===== src/inc/pss_pkg.sv =====
// Package for the priority shadow set select block
package pss_pkg;
   localparam int         DATA_W        = 32;
   localparam int         ADDR_W        = 8;
   localparam int         SET_W         = 3;
   localparam int         FIELD_W       = 4;
   localparam int         PRI_W         = 3;
   localparam int         VEC_W         = 6;

   // Register byte addresses
   localparam logic [7:0] ADDR_SELECT   = 8'h00;
   localparam logic [7:0] ADDR_CONTROL  = 8'h04;
   localparam logic [7:0] ADDR_STATUS   = 8'h08;

   // Field positions in the shadow select register
   localparam int         L3_LSB        = 12;
   localparam int         L2_LSB        = 8;
   localparam int         L1_LSB        = 4;
   localparam int         SV_BIT        = 0;
   localparam int         RESV_BIT      = 3;

   // Control register: multi-vector mode bit
   localparam int         MV_MODE_BIT   = 12;

   // Status register layout
   localparam int         ST_SET_LSB    = 0;
   localparam int         ST_USE_BIT    = 4;
   localparam int         ST_PRI_LSB    = 8;

   localparam logic [15:0] SELECT_RESET  = 16'h0000;
   localparam logic        MV_MODE_RESET = 1'b0;
   localparam logic [2:0]  SET_ZERO      = 3'h0;
   localparam logic [2:0]  PRI_ONE       = 3'h1;
   localparam logic [2:0]  PRI_TWO       = 3'h2;
   localparam logic [2:0]  PRI_THREE     = 3'h3;

   typedef struct packed {
      logic             valid;
      logic [PRI_W-1:0] priority_level;
      logic [VEC_W-1:0] vector;
   } pss_req_t;

   typedef struct packed {
      logic             valid;
      logic [VEC_W-1:0] vector;
      logic             use_set;
      logic [SET_W-1:0] set_num;
   } pss_entry_t;
endpackage : pss_pkg


===== src/rtl/pss_top.sv =====
// Priority shadow set select logic with register port
// Summary of operation
// Bits 15-12 pick level 3 set
// Bits 11-8 pick level 2 set
// Bits 7-4 pick level 1 set
// Reserved top-bit codes map to set 0
// Bit 0 gives single vector a set
// Fields ignored when multi-vector mode off
// Bits 3-1 read as zero
// Set number forwarded with vector to core
`timescale 1ns/1ps
module pss_top (
   input  wire logic                         clk_in,
   input  wire logic                         arst_n_in,
   input  wire logic [pss_pkg::ADDR_W-1:0]   addr_in,
   input  wire logic [pss_pkg::DATA_W-1:0]   wdata_in,
   input  wire logic                         wr_in,
   input  wire logic                         rd_in,
   output logic      [pss_pkg::DATA_W-1:0]   rdata_out,
   input  wire pss_pkg::pss_req_t            req_in,
   output pss_pkg::pss_entry_t               entry_out
);
   logic                         rst_meta_ff;
   logic                         rst_sync_ff;
   logic                         rst_n;
   logic [pss_pkg::FIELD_W-1:0]  l3_field_ff;
   logic [pss_pkg::FIELD_W-1:0]  l2_field_ff;
   logic [pss_pkg::FIELD_W-1:0]  l1_field_ff;
   logic                         sv_en_ff;
   logic                         mv_mode_ff;
   logic [pss_pkg::FIELD_W-1:0]  nxt_l3_field;
   logic [pss_pkg::FIELD_W-1:0]  nxt_l2_field;
   logic [pss_pkg::FIELD_W-1:0]  nxt_l1_field;
   logic                         nxt_sv_en;
   logic                         nxt_mv_mode;
   logic                         sel_wr;
   logic                         ctl_wr;
   logic [pss_pkg::DATA_W-1:0]   rdata_ff;
   logic [pss_pkg::DATA_W-1:0]   nxt_rdata;
   pss_pkg::pss_entry_t          entry_ff;
   pss_pkg::pss_entry_t          nxt_entry;
   logic [pss_pkg::PRI_W-1:0]    last_pri_ff;
   logic [pss_pkg::PRI_W-1:0]    nxt_last_pri;
   logic [pss_pkg::SET_W-1:0]    set_l3;
   logic [pss_pkg::SET_W-1:0]    set_l2;
   logic [pss_pkg::SET_W-1:0]    set_l1;
   logic [pss_pkg::DATA_W-1:0]   select_word;
   logic [pss_pkg::DATA_W-1:0]   status_word;
   logic [pss_pkg::SET_W-1:0]    pick_set;
   logic                         pick_use;

   // Reset release synchroniser
   always_ff @(posedge clk_in or negedge arst_n_in) begin
      if (!arst_n_in) begin
         rst_meta_ff <= 1'b0;
         rst_sync_ff <= 1'b0;
      end else begin
         rst_meta_ff <= 1'b1;
         rst_sync_ff <= rst_meta_ff;
      end
   end
   // Internal reset for all other state
   assign rst_n = rst_sync_ff;

   // Field decoders, reserved codes give set 0
   pss_field_decode u_dec_l3 (
      .field_in (l3_field_ff),
      .set_out  (set_l3)
   );
   pss_field_decode u_dec_l2 (
      .field_in (l2_field_ff),
      .set_out  (set_l2)
   );
   pss_field_decode u_dec_l1 (
      .field_in (l1_field_ff),
      .set_out  (set_l1)
   );

   // Write decode
   assign sel_wr = wr_in && (addr_in == pss_pkg::ADDR_SELECT);
   assign ctl_wr = wr_in && (addr_in == pss_pkg::ADDR_CONTROL);

   // Shadow select register writes
   always_comb begin
      nxt_l3_field = l3_field_ff;
      nxt_l2_field = l2_field_ff;
      nxt_l1_field = l1_field_ff;
      nxt_sv_en    = sv_en_ff;
      if (sel_wr) begin
         nxt_l3_field = wdata_in[pss_pkg::L3_LSB +: pss_pkg::FIELD_W];
         nxt_l2_field = wdata_in[pss_pkg::L2_LSB +: pss_pkg::FIELD_W];
         nxt_l1_field = wdata_in[pss_pkg::L1_LSB +: pss_pkg::FIELD_W];
         nxt_sv_en    = wdata_in[pss_pkg::SV_BIT];
      end
   end

   always_ff @(posedge clk_in or negedge rst_n) begin
      if (!rst_n) begin
         l3_field_ff <= pss_pkg::SELECT_RESET[pss_pkg::L3_LSB +: pss_pkg::FIELD_W];
         l2_field_ff <= pss_pkg::SELECT_RESET[pss_pkg::L2_LSB +: pss_pkg::FIELD_W];
         l1_field_ff <= pss_pkg::SELECT_RESET[pss_pkg::L1_LSB +: pss_pkg::FIELD_W];
         sv_en_ff    <= pss_pkg::SELECT_RESET[pss_pkg::SV_BIT];
      end else begin
         l3_field_ff <= nxt_l3_field;
         l2_field_ff <= nxt_l2_field;
         l1_field_ff <= nxt_l1_field;
         sv_en_ff    <= nxt_sv_en;
      end
   end

   // Control register writes
   always_comb begin
      nxt_mv_mode = mv_mode_ff;
      if (ctl_wr) begin
         nxt_mv_mode = wdata_in[pss_pkg::MV_MODE_BIT];
      end
   end

   always_ff @(posedge clk_in or negedge rst_n) begin
      if (!rst_n) begin
         mv_mode_ff <= pss_pkg::MV_MODE_RESET;
      end else begin
         mv_mode_ff <= nxt_mv_mode;
      end
   end

   // Shadow select word as software sees it
   always_comb begin
      select_word = '0;
      select_word[pss_pkg::L3_LSB +: pss_pkg::FIELD_W] = l3_field_ff;
      select_word[pss_pkg::L2_LSB +: pss_pkg::FIELD_W] = l2_field_ff;
      select_word[pss_pkg::L1_LSB +: pss_pkg::FIELD_W] = l1_field_ff;
      select_word[pss_pkg::RESV_BIT:pss_pkg::SV_BIT+1] = '0;
      select_word[pss_pkg::SV_BIT] = sv_en_ff;
   end

   // Status word: last entry handed to the core
   always_comb begin
      status_word = '0;
      status_word[pss_pkg::ST_SET_LSB +: pss_pkg::SET_W] = entry_ff.set_num;
      status_word[pss_pkg::ST_USE_BIT] = entry_ff.use_set;
      status_word[pss_pkg::ST_PRI_LSB +: pss_pkg::PRI_W] = last_pri_ff;
   end

   // Read data, one cycle after the strobe
   always_comb begin
      nxt_rdata = '0;
      if (rd_in) begin
         case (addr_in)
            pss_pkg::ADDR_SELECT: begin
               nxt_rdata = select_word;
            end
            pss_pkg::ADDR_CONTROL: begin
               nxt_rdata[pss_pkg::MV_MODE_BIT] = mv_mode_ff;
            end
            pss_pkg::ADDR_STATUS: begin
               nxt_rdata = status_word;
            end
            default: begin
               nxt_rdata = '0;
            end
         endcase
      end
   end

   // Set choice for the requesting priority
   always_comb begin
      pick_set = pss_pkg::SET_ZERO;
      pick_use = sv_en_ff;
      if (mv_mode_ff) begin
         pick_use = 1'b1;
         case (req_in.priority_level)
            pss_pkg::PRI_THREE: begin
               pick_set = set_l3;
            end
            pss_pkg::PRI_TWO: begin
               pick_set = set_l2;
            end
            pss_pkg::PRI_ONE: begin
               pick_set = set_l1;
            end
            default: begin
               pick_set = pss_pkg::SET_ZERO;
            end
         endcase
      end
   end

   // Interrupt entry: set choice beside the vector
   always_comb begin
      nxt_entry       = entry_ff;
      nxt_last_pri    = last_pri_ff;
      nxt_entry.valid = req_in.valid;
      if (req_in.valid) begin
         nxt_entry.vector  = req_in.vector;
         nxt_entry.use_set = pick_use;
         nxt_entry.set_num = pick_set;
         nxt_last_pri      = req_in.priority_level;
      end
   end

   // Entry register toward the core
   always_ff @(posedge clk_in or negedge rst_n) begin
      if (!rst_n) begin
         entry_ff    <= '0;
         last_pri_ff <= '0;
      end else begin
         entry_ff    <= nxt_entry;
         last_pri_ff <= nxt_last_pri;
      end
   end

   // Read data register
   always_ff @(posedge clk_in or negedge rst_n) begin
      if (!rst_n) begin
         rdata_ff <= '0;
      end else begin
         rdata_ff <= nxt_rdata;
      end
   end

   assign rdata_out = rdata_ff;
   assign entry_out = entry_ff;
endmodule : pss_top


===== src/rtl/pss_field_decode.sv =====
// Decoder of one per-priority shadow set field
`timescale 1ns/1ps
module pss_field_decode (
   input  wire logic [pss_pkg::FIELD_W-1:0] field_in,
   output logic      [pss_pkg::SET_W-1:0]   set_out
);
   always_comb begin
      if (field_in[pss_pkg::FIELD_W-1]) begin
         set_out = pss_pkg::SET_ZERO;
      end else begin
         set_out = field_in[pss_pkg::SET_W-1:0];
      end
   end
endmodule : pss_field_decode


===== config.mk =====
export PLATFORM = sky130hd
export DESIGN_NAME = pss_top
export DESIGN_NICKNAME = d
export VERILOG_FILES = /design/src/inc/pss_pkg.sv /design/src/rtl/pss_top.sv /design/src/rtl/pss_field_decode.sv
export SDC_FILE = /design/constraint.sdc
export NUM_CORES = 1
export LEC_CHECK = 0
export ABC_AREA = 0
export BUFFER_PORTS_ARGS = -buffer_cell sky130_fd_sc_hd__buf_2
export CAP_MARGIN = 25
export CORE_ASPECT_RATIO = 1.2
export CORE_UTILIZATION = 25
export DETAILED_ROUTE_END_ITERATION = 12
export GPL_TIMING_DRIVEN = 0
export HOLD_SLACK_MARGIN = 0.15
export PLACE_DENSITY = 0.46
export SYNTH_ARGS = -nofsm -noshare
export SYNTH_HDL_FRONTEND = slang
export SYNTH_SLANG_ARGS = --single-unit

===== constraint.sdc =====
create_clock -name clk_in -period 1.8 [get_ports clk_in]
set_input_delay 0.45 -clock clk_in [delete_from_list [all_inputs] [get_ports clk_in]]
set_output_delay 0.45 -clock clk_in [all_outputs]
set_load 0.05 [all_outputs]

# == After elaboration in Yosys (flattened, before gate mapping) ==
# Index checks and enable logic that the tools add are counted.
# totals
elab_cells,31
ram_bits,0
rom_bits,0
in_bits,54
latch_bits,0
ff_bits,62
mem_count,0
# op_classes
n_bitwise,0
n_lt_le_gt_ge,0
n_shift,0
multipliers,0
div,0
add_sub_neg,0
mux,10
eq_ne,5
reduce_logical,3
# ops
operator,n
12-bit one-hot mux with 2 select lines,1
16-bit two-way mux,1
3-bit two-way mux,5
3-bit one-hot mux with 3 select lines,1
"8-bit by 3-bit == test with 1-bit output, second input constant",1
"8-bit by 4-bit == test with 1-bit output, second input constant",1
8-bit logical NOT,1
"3-bit by 2-bit == test with 1-bit output, second input constant",2
"3-bit by 1-bit == test with 1-bit output, second input constant",1
1-bit logical AND,2
1-bit one-hot mux with 2 select lines,1
1-bit two-way mux,1

# == Logic depth before layout (Yosys ltp) ==
# Gate-level depths: netlist of run 1.
# logic_depth
depth_word,3
ltp_mapped,5
ltp_nobuf,3

# == Hierarchy ==
# From an unflattened synthesis of run 1, not the netlist that was laid out.
# unflattened
cells_unflattened,150
hier_area_um2,1958.1
# modules_own_cells
mod,area_per_inst_um2,n_inst,cells_per_inst
pss_top,1901.8,1,141
pss_field_decode,18.8,3,3

# == Least setup slack after synthesis of run 1 ==
# OpenSTA, ideal clock, no wires.
# synth_timing
path_type,input port to flip-flop
startpoint,input port addr_in[6] in the netlist's numbering
endpoint,register l1_field_ff[3] in the netlist's numbering
cell_stages,5
t_arrival_ns,1.803
required_time_ns,1.675
path_slack_ns,-0.128
cell_sequence,or3_1 buf_2 nor4_4 buf_6 mux2_2
# synth_between
elab_chain_cells,2
# synth_lines
item,line_no,source
from (decl),pss_top.sv:15,"input wire logic [pss_pkg::ADDR_W-1:0] addr_in,"
8-bit logical NOT,pss_top.sv:80,assign sel_wr = wr_in && (addr_in == pss_pkg::ADDR_SELECT);
1-bit logical AND,pss_top.sv:80,
to (signal assigned),pss_top.sv:101,l1_field_ff <= pss_pkg::SELECT_RESET[pss_pkg::L1_LSB +: pss_pkg::FIELD_W];
to (signal assigned),pss_top.sv:106,l1_field_ff <= nxt_l1_field;
to (decl),pss_top.sv:28,logic [pss_pkg::FIELD_W-1:0] l1_field_ff;
# Every way passes these cells.
# A chain may end at the register's enable or synchronous reset.

# == Worst setup path after layout of run 1 ==
# layout_timing
startpoint,input port addr_in[6] in the netlist's numbering
endpoint,register l2_field_ff[0] in the netlist's numbering
# layout_between
elab_chain_cells,2
# layout_lines
item,line_no,source
8-bit logical NOT,pss_top.sv:80,
1-bit logical AND,pss_top.sv:80,
to (signal assigned),pss_top.sv:100,l2_field_ff <= pss_pkg::SELECT_RESET[pss_pkg::L2_LSB +: pss_pkg::FIELD_W];
to (signal assigned),pss_top.sv:105,l2_field_ff <= nxt_l2_field;
to (decl),pss_top.sv:27,logic [pss_pkg::FIELD_W-1:0] l2_field_ff;
# Every way passes these cells.

==> reports/results.tsv, run 1 <==
stage	metric	value	unit
status	outcome	finished, final reports clean	
cells_and_area	fillers	778	
die	Site Rows	34	
cts	Worst-path clk slew	0.08	ns
yosys	top cell type's share of synthesized area	58.5	%
timing	Final Hold Vio Count	0	
worst_setup_path	crit path DAT	1.86	ns
timing	final period utilization	93.3	%
global_route	GRT met3 Usage	3.27	%
drt	ANT nets after route	0	
cts	CTS Sinks	45	
placed_design	placed cell areas	0.00241	mm^2
cells_and_area	Layout Cells excl Fill	322	
cells_and_area	cell area after layout	0.00252	mm^2
worst_setup_path	crit-path cells	buf_2, or3_1, buf_2, nor4_4, buf_6, mux2_2	
cts	CTS max path bufs	2	
placed_design	gpl congestion	0.759	
die	core area	0.00736	mm^2
run	maxcap violations	0	
drt	DRT iter0 DRCs	54	
global_route	maximum number of pins on one net before global-route repair	36	
yosys	Syn Inst Count	145	
drt	total number of vias	1299	
yosys	synthesized flop and latch total	45	
die	I/O pin count	97	
global_route	gr usage total	10.9	%
cts	CTS tree	done	
cts	H-tree depth	2	
cts	clk_lat worst skew	0.29	ns
cts	number of CTS-inserted buffers	5	
timing	Least-Margin Pin Slew	0.599	ns
yosys	Post-synth EDFFs	0	
hold_path	worst min path class	register to async pin	
cells_and_area	layout cells sized above 1	50.0	%
die	Die Wd	82.1	um
cells_and_area	final-stage net count	285	
timing	Setup Skew	0.00574	ns
cells_and_area	Final Util	34.3	%
global_route	grt ovf	0	
yosys	cell taking the most area after synthesis	dfrtp_1	
worst_setup_path	CP max FO	10	
drt	vias per cell	4.03	
timing	hold slack final	0.240	ns
placed_design	port bufs	59	
timing	RSZ-0062 raised after global routing	false	
yosys	Syn. warnings	0	
die	die area	0.00806	mm^2
power	VDD IR max	259	uV
worst_setup_path	CP peak stage delay	0.36	ns
yosys	ys async rst share	100	%
placed_design	Inst Count DP	311	
yosys	Unique masters post-synth	29	
yosys	register area share after synthesis	58.5	%
power	Lkg Pwr	1.32	nW
global_route	global-route wire length before repair	6.38	mm
global_route	GRT Max-Usage Layer	met2	
worst_setup_path	kind of critical path	input pin to register	
cts	Clock Tree Root	clkbuf_8	
worst_setup_path	cell mode on critical path	buf_2	
yosys	Synth Flop Type	dfrtp_1	
worst_setup_path	Critical Path Source Type	input pin	
die	initial core utilization	26.2	%
power	PwrDens	794	mW/mm^2
global_route	met1 usage	13.5	%
timing	Period minus WS final	1.68	ns
global_route	initial antenna violation count	0	
cells_and_area	most frequent cells in the layout	buf_2 (60), dfrtp_1 (44), mux2_2 (23)	
timing	Max Fclk	595	MHz
timing	Worst slew margin	59.8	%
drt	DRT Wirelength	4.05	mm
cells_and_area	ant diodes	0	
yosys	Mapped Area	0.00193	mm^2
global_route	vias in the first global route	1287	
worst_setup_path	WP data required	1.98	ns
yosys	Mapped Avg Cell Area	13.3	um^2
worst_setup_path	critical path's slowest cell	or3_1	
worst_setup_path	crit end category	register	
cells_and_area	commonest non-fill, non-tap cell in the layout	buf_2	
cells_and_area	Area Overhead vs Synth	31.0	%
drt	drt pass-1 iters	3	
timing	Slew Limit Fails	0	
placed_design	Final HPWL DP	3.12	mm
drt	post-route DRC violation count	0	
yosys	synth top area cells	dfrtp_1 (58%), mux2_2 (13%), buf_4 (6.6%)	
die	height of the die	98.1	um
timing	final setup violation count	0	
timing	TNS Setup	0	ns
global_route	met2 Use GR	17.1	%
drt	Routed WL per cell	12.6	um
==> routing by layer <==
layer	vias to the layer above	wire [um]
li1	640	-
met1	614	1730
met2	39	1990
met3	6	249
met4	0	85
met5	-	0
==> critical path: cells and delay by family <==
family / cells / cell delay (ns)
AND/OR/NAND/NOR: 2 / 0.61
buffers and inverters: 3 / 0.46
multiplexers: 1 / 0.34
==> per-stage QoR <==
stage | power, W | worst slack, ns
floorplan | 0.00134 | -0.128
global placement | 0.00142 | -0.366
detailed placement | 0.00143 | -0.376
CTS | 0.00205 | 0.0956
global route | 0.00211 | 0.0392
finish | 0.00200 | 0.120
==> state kept, by name, indices dropped and copies added, names as in the netlist <==
register / count
rdata_out: 15
entry_out: 11
l1_field_ff: 4
l2_field_ff: 4
l3_field_ff: 4
last_pri_ff: 3
mv_mode_ff: 1
rst_meta_ff: 1
rst_n: 1
sv_en_ff: 1
==> final timing paths <==
kind	startpoint	end	slack, ns	depth (start not counted)
max	addr_in[6]	l2_field_ff[0]$_DFFE_PN0P_	0.12	6
min	rst_n$_DFF_PN0_	rdata_out[8]$_DFF_PN0_	0.24	1
max reg2reg	l2_field_ff[3]$_DFFE_PN0P_	entry_out[0]$_DFFE_PN0P_	0.40	3
min reg2reg	rst_n$_DFF_PN0_	rdata_out[8]$_DFF_PN0_	0.24	1
max in group asynchronous	rst_n$_DFF_PN0_	entry_out[10]$_DFF_PN0_	0.79	1
min in group clk_in	req_in[9]	entry_out[10]$_DFF_PN0_	0.27	1
==> cells by family after synthesis <==
group,count (synthesis),synth area share [%]
simple gates,36,12.5
other cells,2,0.390
mux,29,16.6
flops,45,58.5
buf+inv,26,9.23
compound gates,7,2.79
==> Yosys cell counts, types with 3 or more instances <==
library cell / n
a22oi_1: 3
and2_1: 7
buf_4: 17
dfrtp_1: 45
inv_1: 4
mux2_2: 23
mux2i_1: 6
nand4_1: 3
nor2_1: 7
nor4_1: 3
o221ai_1: 3
==> cell type report <==
class                           instances  area (um^2)  area share (%)
Clock buffer                            8         80.1            3.17
Timing Repair Buffer                   63          343            13.6
Multi-Input combinational cell         90          682            27.0
Inverter                                4         15.0           0.595
Tap cell                               90          113            4.46
Sequential cell                        45         1130            44.7
Buffer                                 22          163            6.45
==> report_power, final <==
part	switching (W)	leakage, nW	total [W]	internal [W]
Combinational	0.000217	0.682	0.000334	0.000118
Sequential	0.0000247	0.596	0.00108	0.00105
Clock	0.000316	0.0395	0.000592	0.000276
==> repair_timing <==
item,in CTS,in global routing
resized for setup,0,0
buffers inserted,1,0
endpoints found under the setup margin,10,0
hold endpoints to repair,10,0
hold buffers,2,0
Note: power is estimated with default switching activity, not from simulation.
==> run 2, diff against run 1 <==
--- a/config.mk
+++ b/config.mk
@@ -5,7 +5,7 @@
 export SDC_FILE = /design/constraint.sdc
 export NUM_CORES = 1
 export LEC_CHECK = 0
-export ABC_AREA = 0
+export ABC_AREA = 1
 export BUFFER_PORTS_ARGS = -buffer_cell sky130_fd_sc_hd__buf_2
 export CAP_MARGIN = 25
 export CORE_ASPECT_RATIO = 1.2
==> run 2 against run 1 <==
Utilization shrank 0.30 points. Sequential share of layout area shrank 1.4 points. Clock power grew 31%. Final cell count grew 26%. Flip-flop and latch count is the same. Global-route usage grew 0.59 points. Critical path depth shrank 5. Setup slack gained 0.27 ns. Largest cell class unchanged.
==> reports/results.tsv, run 2 <==
stage	metric	value	unit	change
die	die area	0.00824	mm^2	was 0.00806 mm^2
yosys	top post-synthesis cells by count	nand2_1 (70), dfrtp_1 (45), nor2_1 (24)		was dfrtp_1 (45), mux2_2 (23), buf_4 (17)
cts	Clock Tree Root	clkbuf_8		unchanged
cts	CTS max path bufs	2		unchanged
drt	post-route DRC violation count	0		unchanged
yosys	Syn Inst Count	226		was 145
yosys	Post-synth EDFFs	0		unchanged
cts	CTS Sinks	45		unchanged
global_route	maximum number of pins on one net before global-route repair	37		was 36
yosys	register area share after synthesis	57.1	%	was 58.5%
yosys	Unique masters post-synth	18		was 29
worst_setup_path	CP delay by family, top	flip-flops		was simple AND/OR/NAND/NOR gates
cts	Post-CTS Resized	0		unchanged
status	outcome	finished, final reports clean		unchanged
placed_design	Final HPWL DP	3.41	mm	was 3.12 mm
placed_design	port bufs	60		was 59
die	initial core utilization	25.7	%	was 26.2%
worst_setup_path	kind of critical path	register to primary output		was input pin to register
cts	H-tree depth	2		unchanged
drt	vias per cell	3.98		was 4.03
drt	DRT Wirelength	4.42	mm	was 4.05 mm
drt	drt pass-1 iters	4		was 3
global_route	gr usage total	11.5	%	was 10.9%
timing	RSZ-0062 raised after global routing	false		unchanged
cts	clk_lat worst skew	0.29	ns	about the same
worst_setup_path	Critical Path Source Type	register		was input pin
yosys	Synth Flop Type	dfrtp_1		unchanged
worst_setup_path	critical path's slowest cell	dfrtp_1		was or3_1
cts	number of CTS-inserted buffers	5		unchanged
drt	Routed WL per cell	10.9	um	was 12.6 um
worst_setup_path	crit path DAT	0.96	ns	was 1.86 ns
power	VDD IR max	349	uV	was 259 uV
yosys	synth top area cells	dfrtp_1 (57%), nand2_1 (13%), buf_4 (6.9%)		was dfrtp_1 (58%), mux2_2 (13%), buf_4 (6.6%)
cts	cts hold-fix bufs	2		unchanged
cts	Setup Buffers After CTS	0		was 1
placed_design	gpl congestion	0.722		was 0.759
yosys	synthesized flop and latch total	45		unchanged
timing	Setup Skew	0.00619	ns	was 0.00574 ns
global_route	global-route wire length before repair	7.51	mm	was 6.38 mm
cts	CTS tree	done		unchanged
cells_and_area	Area Overhead vs Synth	32.1	%	was 31.0%
drt	ANT nets after route	0		unchanged
worst_setup_path	FF-to-FF Start	rst_n$_DFF_PN0_		was l2_field_ff[3]$_DFFE_PN0P_
worst_setup_path	CP max FO	3		was 10
yosys	Mapped Avg Cell Area	8.72	um^2	was 13.3 um^2
cells_and_area	ant diodes	0		unchanged
die	Site Rows	35		was 34
worst_setup_path	crit end category	primary output		was register
yosys	top-count cell post-synth	nand2_1		was dfrtp_1
cts	Worst-path clk slew	0.08	ns	about the same
cells_and_area	register area	0.00113	mm^2	unchanged
worst_setup_path	crit path buf inv count	1		was 3
yosys	Mapped Area	0.00197	mm^2	was 0.00193 mm^2
yosys	cell taking the most area after synthesis	dfrtp_1		unchanged
global_route	grt ovf	0		unchanged
die	height of the die	99.3	um	was 98.1 um
yosys	top cell type's share of synthesized area	57.1	%	was 58.5%
timing	Slew Limit Fails	0		unchanged
cells_and_area	most frequent cells in the layout	nand2_1 (70), buf_2 (62), dfrtp_1 (44)		was buf_2 (60), dfrtp_1 (44), mux2_2 (23)
cells_and_area	commonest non-fill, non-tap cell in the layout	nand2_1		was buf_2
timing	Final Hold Vio Count	0		unchanged
worst_setup_path	crit-path cells	buf_2		was buf_2, or3_1, buf_2, nor4_4, buf_6, mux2_2
cells_and_area	layout cells sized above 1	31.3	%	was 50.0%
global_route	initial antenna violation count	0		unchanged
cells_and_area	final-stage net count	366		was 285
power	PwrDens	842	mW/mm^2	was 794 mW/mm^2
timing	Period minus WS final	1.41	ns	was 1.68 ns
cells_and_area	area of the multi-input gates	658	um^2	was 682 um^2
yosys	Syn. warnings	0		unchanged
timing	final setup violation count	0		unchanged
die	I/O pin count	97		unchanged
worst_setup_path	Worst Setup SP	entry_out[3]$_DFFE_PN0P_		was addr_in[6]
drt	DRT iter0 DRCs	81		was 54
timing	Max Fclk	708	MHz	was 595 MHz
worst_setup_path	CP peak stage delay	0.39	ns	was 0.36 ns
cells_and_area	fillers	821		was 778
yosys	ys async rst share	100	%	unchanged
die	core area	0.00766	mm^2	was 0.00736 mm^2
timing	TNS Setup	0	ns	unchanged
run	maxcap violations	0		unchanged
worst_setup_path	WP data required	1.35	ns	was 1.98 ns
timing	final period utilization	78.4	%	was 93.3%
global_route	vias in the first global route	1540		was 1287
cells_and_area	Final Util	34.0	%	was 34.3%
cells_and_area	max reg flops	15		unchanged
power	Lkg Pwr	1.51	nW	was 1.32 nW
hold_path	worst min path class	register to async pin		unchanged
power	Pwr Total	0.00219	W	was 0.00200 W
die	Die Wd	83.1	um	was 82.1 um
drt	total number of vias	1612		was 1299
==> run 2: changes by cell type after synthesis, sizes merged, moves of 3 or more <==
cell	previous run	this run
a22oi	3	0
and2	7	0
inv	4	21
mux2	23	0
mux2i	6	0
nand2	1	71
nand3	0	23
nor2	7	27
nor4	4	0
o21ai	0	13
o221ai	3	0
==> run 2: cell type report <==
type	count	share of cell area [%]
Clock inverter	1	1.15
Multi-Input combinational cell	154	25.3
Sequential cell	45	43.3
Buffer	22	6.44
Clock buffer	7	3.32
Tap cell	92	4.42
Inverter	21	3.03
Timing Repair Buffer	63	13.1
==> run 2: path summary, 6_finish.rpt <==
kind | cells after the start | slack (ns) | to
worst min register to register | 1 | 0.23 | rdata_out[13]$_DFF_PN0_
max in group asynchronous | 1 | 0.82 | entry_out[7]$_DFFE_PN0P_
min in group clk_in | 1 | 0.28 | entry_out[10]$_DFF_PN0_
worst min-delay path | 1 | 0.23 | rdata_out[13]$_DFF_PN0_
worst max-delay path | 1 | 0.39 | entry_out[3]
worst max register to register | 1 | 0.82 | entry_out[7]$_DFFE_PN0P_
==> run 2: power by group <==
group	switching [W]	total (W)	leakage [nW]	internal [W]
Combinational	0.000239	0.000338	0.890	0.0000996
Sequential	0.0000252	0.00108	0.562	0.00106
Clock	0.000322	0.000774	0.0585	0.000453
==> run 2: kinds of logic (layout without fill, tap and decap cells) <==
| kind of cell | Yosys count | after routing | share of synthesized area, % |
|---|---|---|---|
| other | 2 | 18 | 0.381 |
| AND/OR/NAND/NOR | 123 | 123 | 26.7 |
| AO/OA/AOI/OAI | 13 | 13 | 3.30 |
| flip-flops | 45 | 45 | 57.1 |
| buffers and inverters | 43 | 114 | 12.5 |
==> run 2: layer usage <==
metal  part of all wire (%)  global-route usage, %
met1                     46                   14.7
met2                     47                   18.9
met3                    5.8                   3.15
met4                   0.77                   3.98
met5                      0                      0
==> run 2: stage by stage <==
step / worst slack, ns / hold WS (ns) / instance area (um^2) / instances
CTS: 0.356 / 0.253 / 2600 / 405
floorplan: 0.455 / 0.154 / 2030 / 242
finish: 0.388 / 0.230 / 2600 / 405
global placement: -0.105 / 0.236 / 2450 / 394
detailed placement: 0.353 / 0.121 / 2470 / 395
global route: 0.322 / 0.260 / 2600 / 405
==> run 3, diff against run 2 <==
--- a/config.mk
+++ b/config.mk
@@ -5,7 +5,7 @@
 export SDC_FILE = /design/constraint.sdc
 export NUM_CORES = 1
 export LEC_CHECK = 0
-export ABC_AREA = 1
+export ABC_AREA = 0
 export BUFFER_PORTS_ARGS = -buffer_cell sky130_fd_sc_hd__buf_2
 export CAP_MARGIN = 25
 export CORE_ASPECT_RATIO = 1.2
==> constraint.sdc (replaced) <==
create_clock -name clk_in -period 1.4 [get_ports clk_in]
set_input_delay 0.35 -clock clk_in [delete_from_list [all_inputs] [get_ports clk_in]]
set_output_delay 0.35 -clock clk_in [all_outputs]
set_load 0.05 [all_outputs]
==> run 3 against run 2 <==
The run now ends with setup timing left. Total power rose by 32%. Highest routed layer unchanged. Combinational power up 39%. Utilization up 3.5 points. First-iteration DRC count is 8.6% lower. Count of clock-buffer cells in the layout shrank 1. Critical path type is now input pin to register. Critical path depth grew 5. Wire length rose by 1.2%. Global-route usage shrank 0.11 points. Clock power up 33%. Non-clock buffer count is 6 higher.
==> reports/results.tsv, run 3 (synthesis results as in run 1) <==
stage	metric	value	unit	change
power	PwrDens	1050	mW/mm^2	was 842 mW/mm^2
power	Clock power frac	35.7	%	was 35.3%
drt	M1 WL	1.87	mm	was 2.05 mm
global_route	maximum number of pins on one net before global-route repair	38		was 37
worst_setup_path	cell mode on critical path	buf_6		
power	sequential power share	48.0	%	was 49.3%
power	VDD IR max	454	uV	was 349 uV
status	outcome	finished with violations		was finished, final reports clean
timing	RSZ-0062 raised after global routing	true		was false
worst_setup_path	Critical Path Source Type	input pin		was register
cells_and_area	fillers	777		was 821
die	initial core utilization	26.2	%	was 25.7%
cts	CTS tree	done		unchanged
placed_design	gpl congestion	0.740		was 0.722
cts	Worst-path clk slew	0.09	ns	was 0.08 ns
power	Comb pwr share	16.3	%	was 15.4%
drt	DR WL met2	2.26	mm	was 2.08 mm
placed_design	port bufs	59		was 60
timing	final setup margin	-0.105	ns	was 0.388 ns
die	I/O pin count	97		unchanged
worst_setup_path	CP peak stage delay	0.39	ns	about the same
power	Lkg Pwr	1.42	nW	was 1.51 nW
worst_setup_path	critical path's slowest cell	or3_4		was dfrtp_1
drt	top layer in use	met4		unchanged
drt	Routed WL per cell	13.6	um	was 10.9 um
cells_and_area	max reg flops	15		unchanged
cells_and_area	area of the multi-input gates	792	um^2	was 658 um^2
worst_setup_path	CP delay by family, top	simple AND/OR/NAND/NOR gates		was flip-flops
cells_and_area	cell area after layout	0.00276	mm^2	was 0.00260 mm^2
timing	Worst slew margin	66.3	%	
cells_and_area	layout cells sized above 1	57.1	%	was 31.3%
drt	drt pass-1 iters	4		unchanged
run	maxcap violations	0		unchanged
die	Site Rows	34		was 35
timing	final period utilization	107	%	
power	Pwr Total	0.00289	W	was 0.00219 W
timing	Setup Skew	0.00978	ns	was 0.00619 ns
worst_setup_path	Critical Path Stages	6		was 1
drt	ANT nets after route	0		unchanged
cts	number of CTS-inserted buffers	5		unchanged
global_route	initial antenna violation count	0		unchanged
placed_design	placed cell areas	0.00241	mm^2	was 0.00247 mm^2
hold_path	hold-critical path depth	1		
cells_and_area	register area	0.00113	mm^2	unchanged
hold_path	worst min path class	input pin to register		was register to async pin
power	sw power	0.000776	W	was 0.000586 W
timing	Period minus WS final	1.50	ns	
worst_setup_path	CP max FO	5		was 3
die	height of the die	98.1	um	was 99.3 um
cells_and_area	final-stage net count	291		was 366
drt	total number of vias	1369		was 1612
timing	Least-Margin Pin Slew	0.498	ns	
die	Die Wd	82.1	um	was 83.1 um
drt	DRT Wirelength	4.47	mm	was 4.42 mm
worst_setup_path	crit-path cells	buf_6, or3_4, nor4_4, buf_4, buf_6, mux2_4		was buf_2
die	die area	0.00806	mm^2	was 0.00824 mm^2
worst_setup_path	WP data required	1.58	ns	was 1.35 ns
timing	final setup violation count	19		was 0
cts	H-tree depth	2		unchanged
cells_and_area	Area Overhead vs Synth	43.4	%	was 32.1%
drt	DRT iter0 DRCs	74		was 81
drt	post-route DRC violation count	0		unchanged
power	Sw Share	26.9	%	was 26.7%
drt	vias per cell	4.17		was 3.98
cts	Clock Tree Root	clkbuf_8		unchanged
cts	CTS max path bufs	2		unchanged
cells_and_area	commonest non-fill, non-tap cell in the layout	buf_2		was nand2_1
timing	Final Hold Vio Count	0		unchanged
drt	met3 wire len	240	um	was 257 um
timing	Max Fclk	665	MHz	
worst_setup_path	crit end category	register		was primary output
global_route	grt ovf	0		unchanged
cells_and_area	most frequent cells in the layout	buf_2 (55), dfrtp_1 (44), buf_4 (22)		was nand2_1 (70), buf_2 (62), dfrtp_1 (44)
cells_and_area	Final Util	37.5	%	was 34.0%
worst_setup_path	kind of critical path	input pin to register		was register to primary output
timing	Slew Limit Fails	0		unchanged
worst_setup_path	crit path buf inv count	3		was 1
cells_and_area	ant diodes	0		unchanged
die	core area	0.00736	mm^2	was 0.00766 mm^2
power	Power Internal	0.00211	W	was 0.00161 W
cts	CTS Sinks	45		unchanged
cts	clk_lat worst skew	0.30	ns	was 0.29 ns
status	failing checks	setup timing		
timing	hold slack final	0.167	ns	was 0.230 ns
worst_setup_path	crit path DAT	1.69	ns	was 0.96 ns
placed_design	Inst Count DP	311		was 395
worst_setup_path	worst r2r path cells	3		was 1
placed_design	Final HPWL DP	3.15	mm	was 3.41 mm
global_route	gr usage total	11.4	%	was 11.5%
cells_and_area	Layout Cells excl Fill	328		was 405
global_route	vias in the first global route	1361		was 1540
global_route	global-route wire length before repair	6.69	mm	was 7.51 mm
run 3: cell count changes in the layout (fill, tap and decap cells not counted), moves of 4 or more:
cell / previous run / this run
o21ai_0: 12 / 0
nand2_1: 70 / 1
mux2_4: 0 / 14
buf_2: 62 / 55
mux2_2: 0 / 9
mux2i_1: 0 / 6
nor2_1: 24 / 3
and2_1: 0 / 7
buf_4: 18 / 22
inv_1: 20 / 4
nand3_1: 22 / 0
buf_6: 2 / 8
run 3: cell type report:
class,instances,area share (%)
buffer,21,5.89
clock buffer,6,2.99
clock inverter,2,1.36
inverter,4,0.544
multi-input combinational,90,28.7
sequential,45,40.8
tap,90,4.08
timing repair buffer,70,15.6
run 3: per-stage QoR:
stage / setup slack, ns / setup TNS (ns)
5_1_grt: -0.154 / -2.12
2_1_floorplan: -0.428 / -6.42
4_1_cts: -0.177 / -2.57
3_5_place_dp: -0.664 / -16.75
3_3_place_gp: -0.669 / -39.96
6_report: -0.105 / -1.46
run 3: timing repair:
action                                  CTS  global route
gates cloned                              0             1
gates resized for setup                  11            28
pin swaps                                 1            10
hold buffers                              2             0
buffers inserted                          4             3
hold endpoints to repair                  8             0
endpoints found under the setup margin   33            21
run 3: final timing paths:
kind,startpoint,to,slack [ns]
min in group asynchronous,rst_n$_DFF_PN0_,entry_out[5]$_DFFE_PN0P_,0.24
max in group asynchronous,rst_n$_DFF_PN0_,entry_out[6]$_DFFE_PN0P_,0.43
setup / recovery,addr_in[4],l3_field_ff[1]$_DFFE_PN0P_,-0.10
setup reg to reg,l3_field_ff[3]$_DFFE_PN0P_,entry_out[1]$_DFFE_PN0P_,0.10
hold / removal,req_in[9],entry_out[10]$_DFF_PN0_,0.17
hold reg to reg,rst_n$_DFF_PN0_,entry_out[5]$_DFFE_PN0P_,0.24
run 3: layer usage:
metal / vias to the layer above / GRT usage [%]
li1: 654 / -
met1: 668 / 13.3
met2: 41 / 19.0
met3: 6 / 2.90
met4: 0 / 5.67
met5: - / 0
run 3: power by group through the flow:
stage | sequential [W] | clock, W | combinational [W]
after CTS | 0.00139 | 0.00108 | 0.000450
after detailed placement | 0.00141 | 0 | 0.000427
after global placement | 0.00143 | 0 | 0.000393
after global routing | 0.00139 | 0.00111 | 0.000504
after floorplan | 0.00149 | 0 | 0.000229
final | 0.00139 | 0.00103 | 0.000470
run 3: worst reg2reg max path: stages, from the launching register on:
cell	delay [ns]
dfrtp_1	0.41
nor4bb_1	0.48
a22oi_1	0.16
o221ai_1	0.18
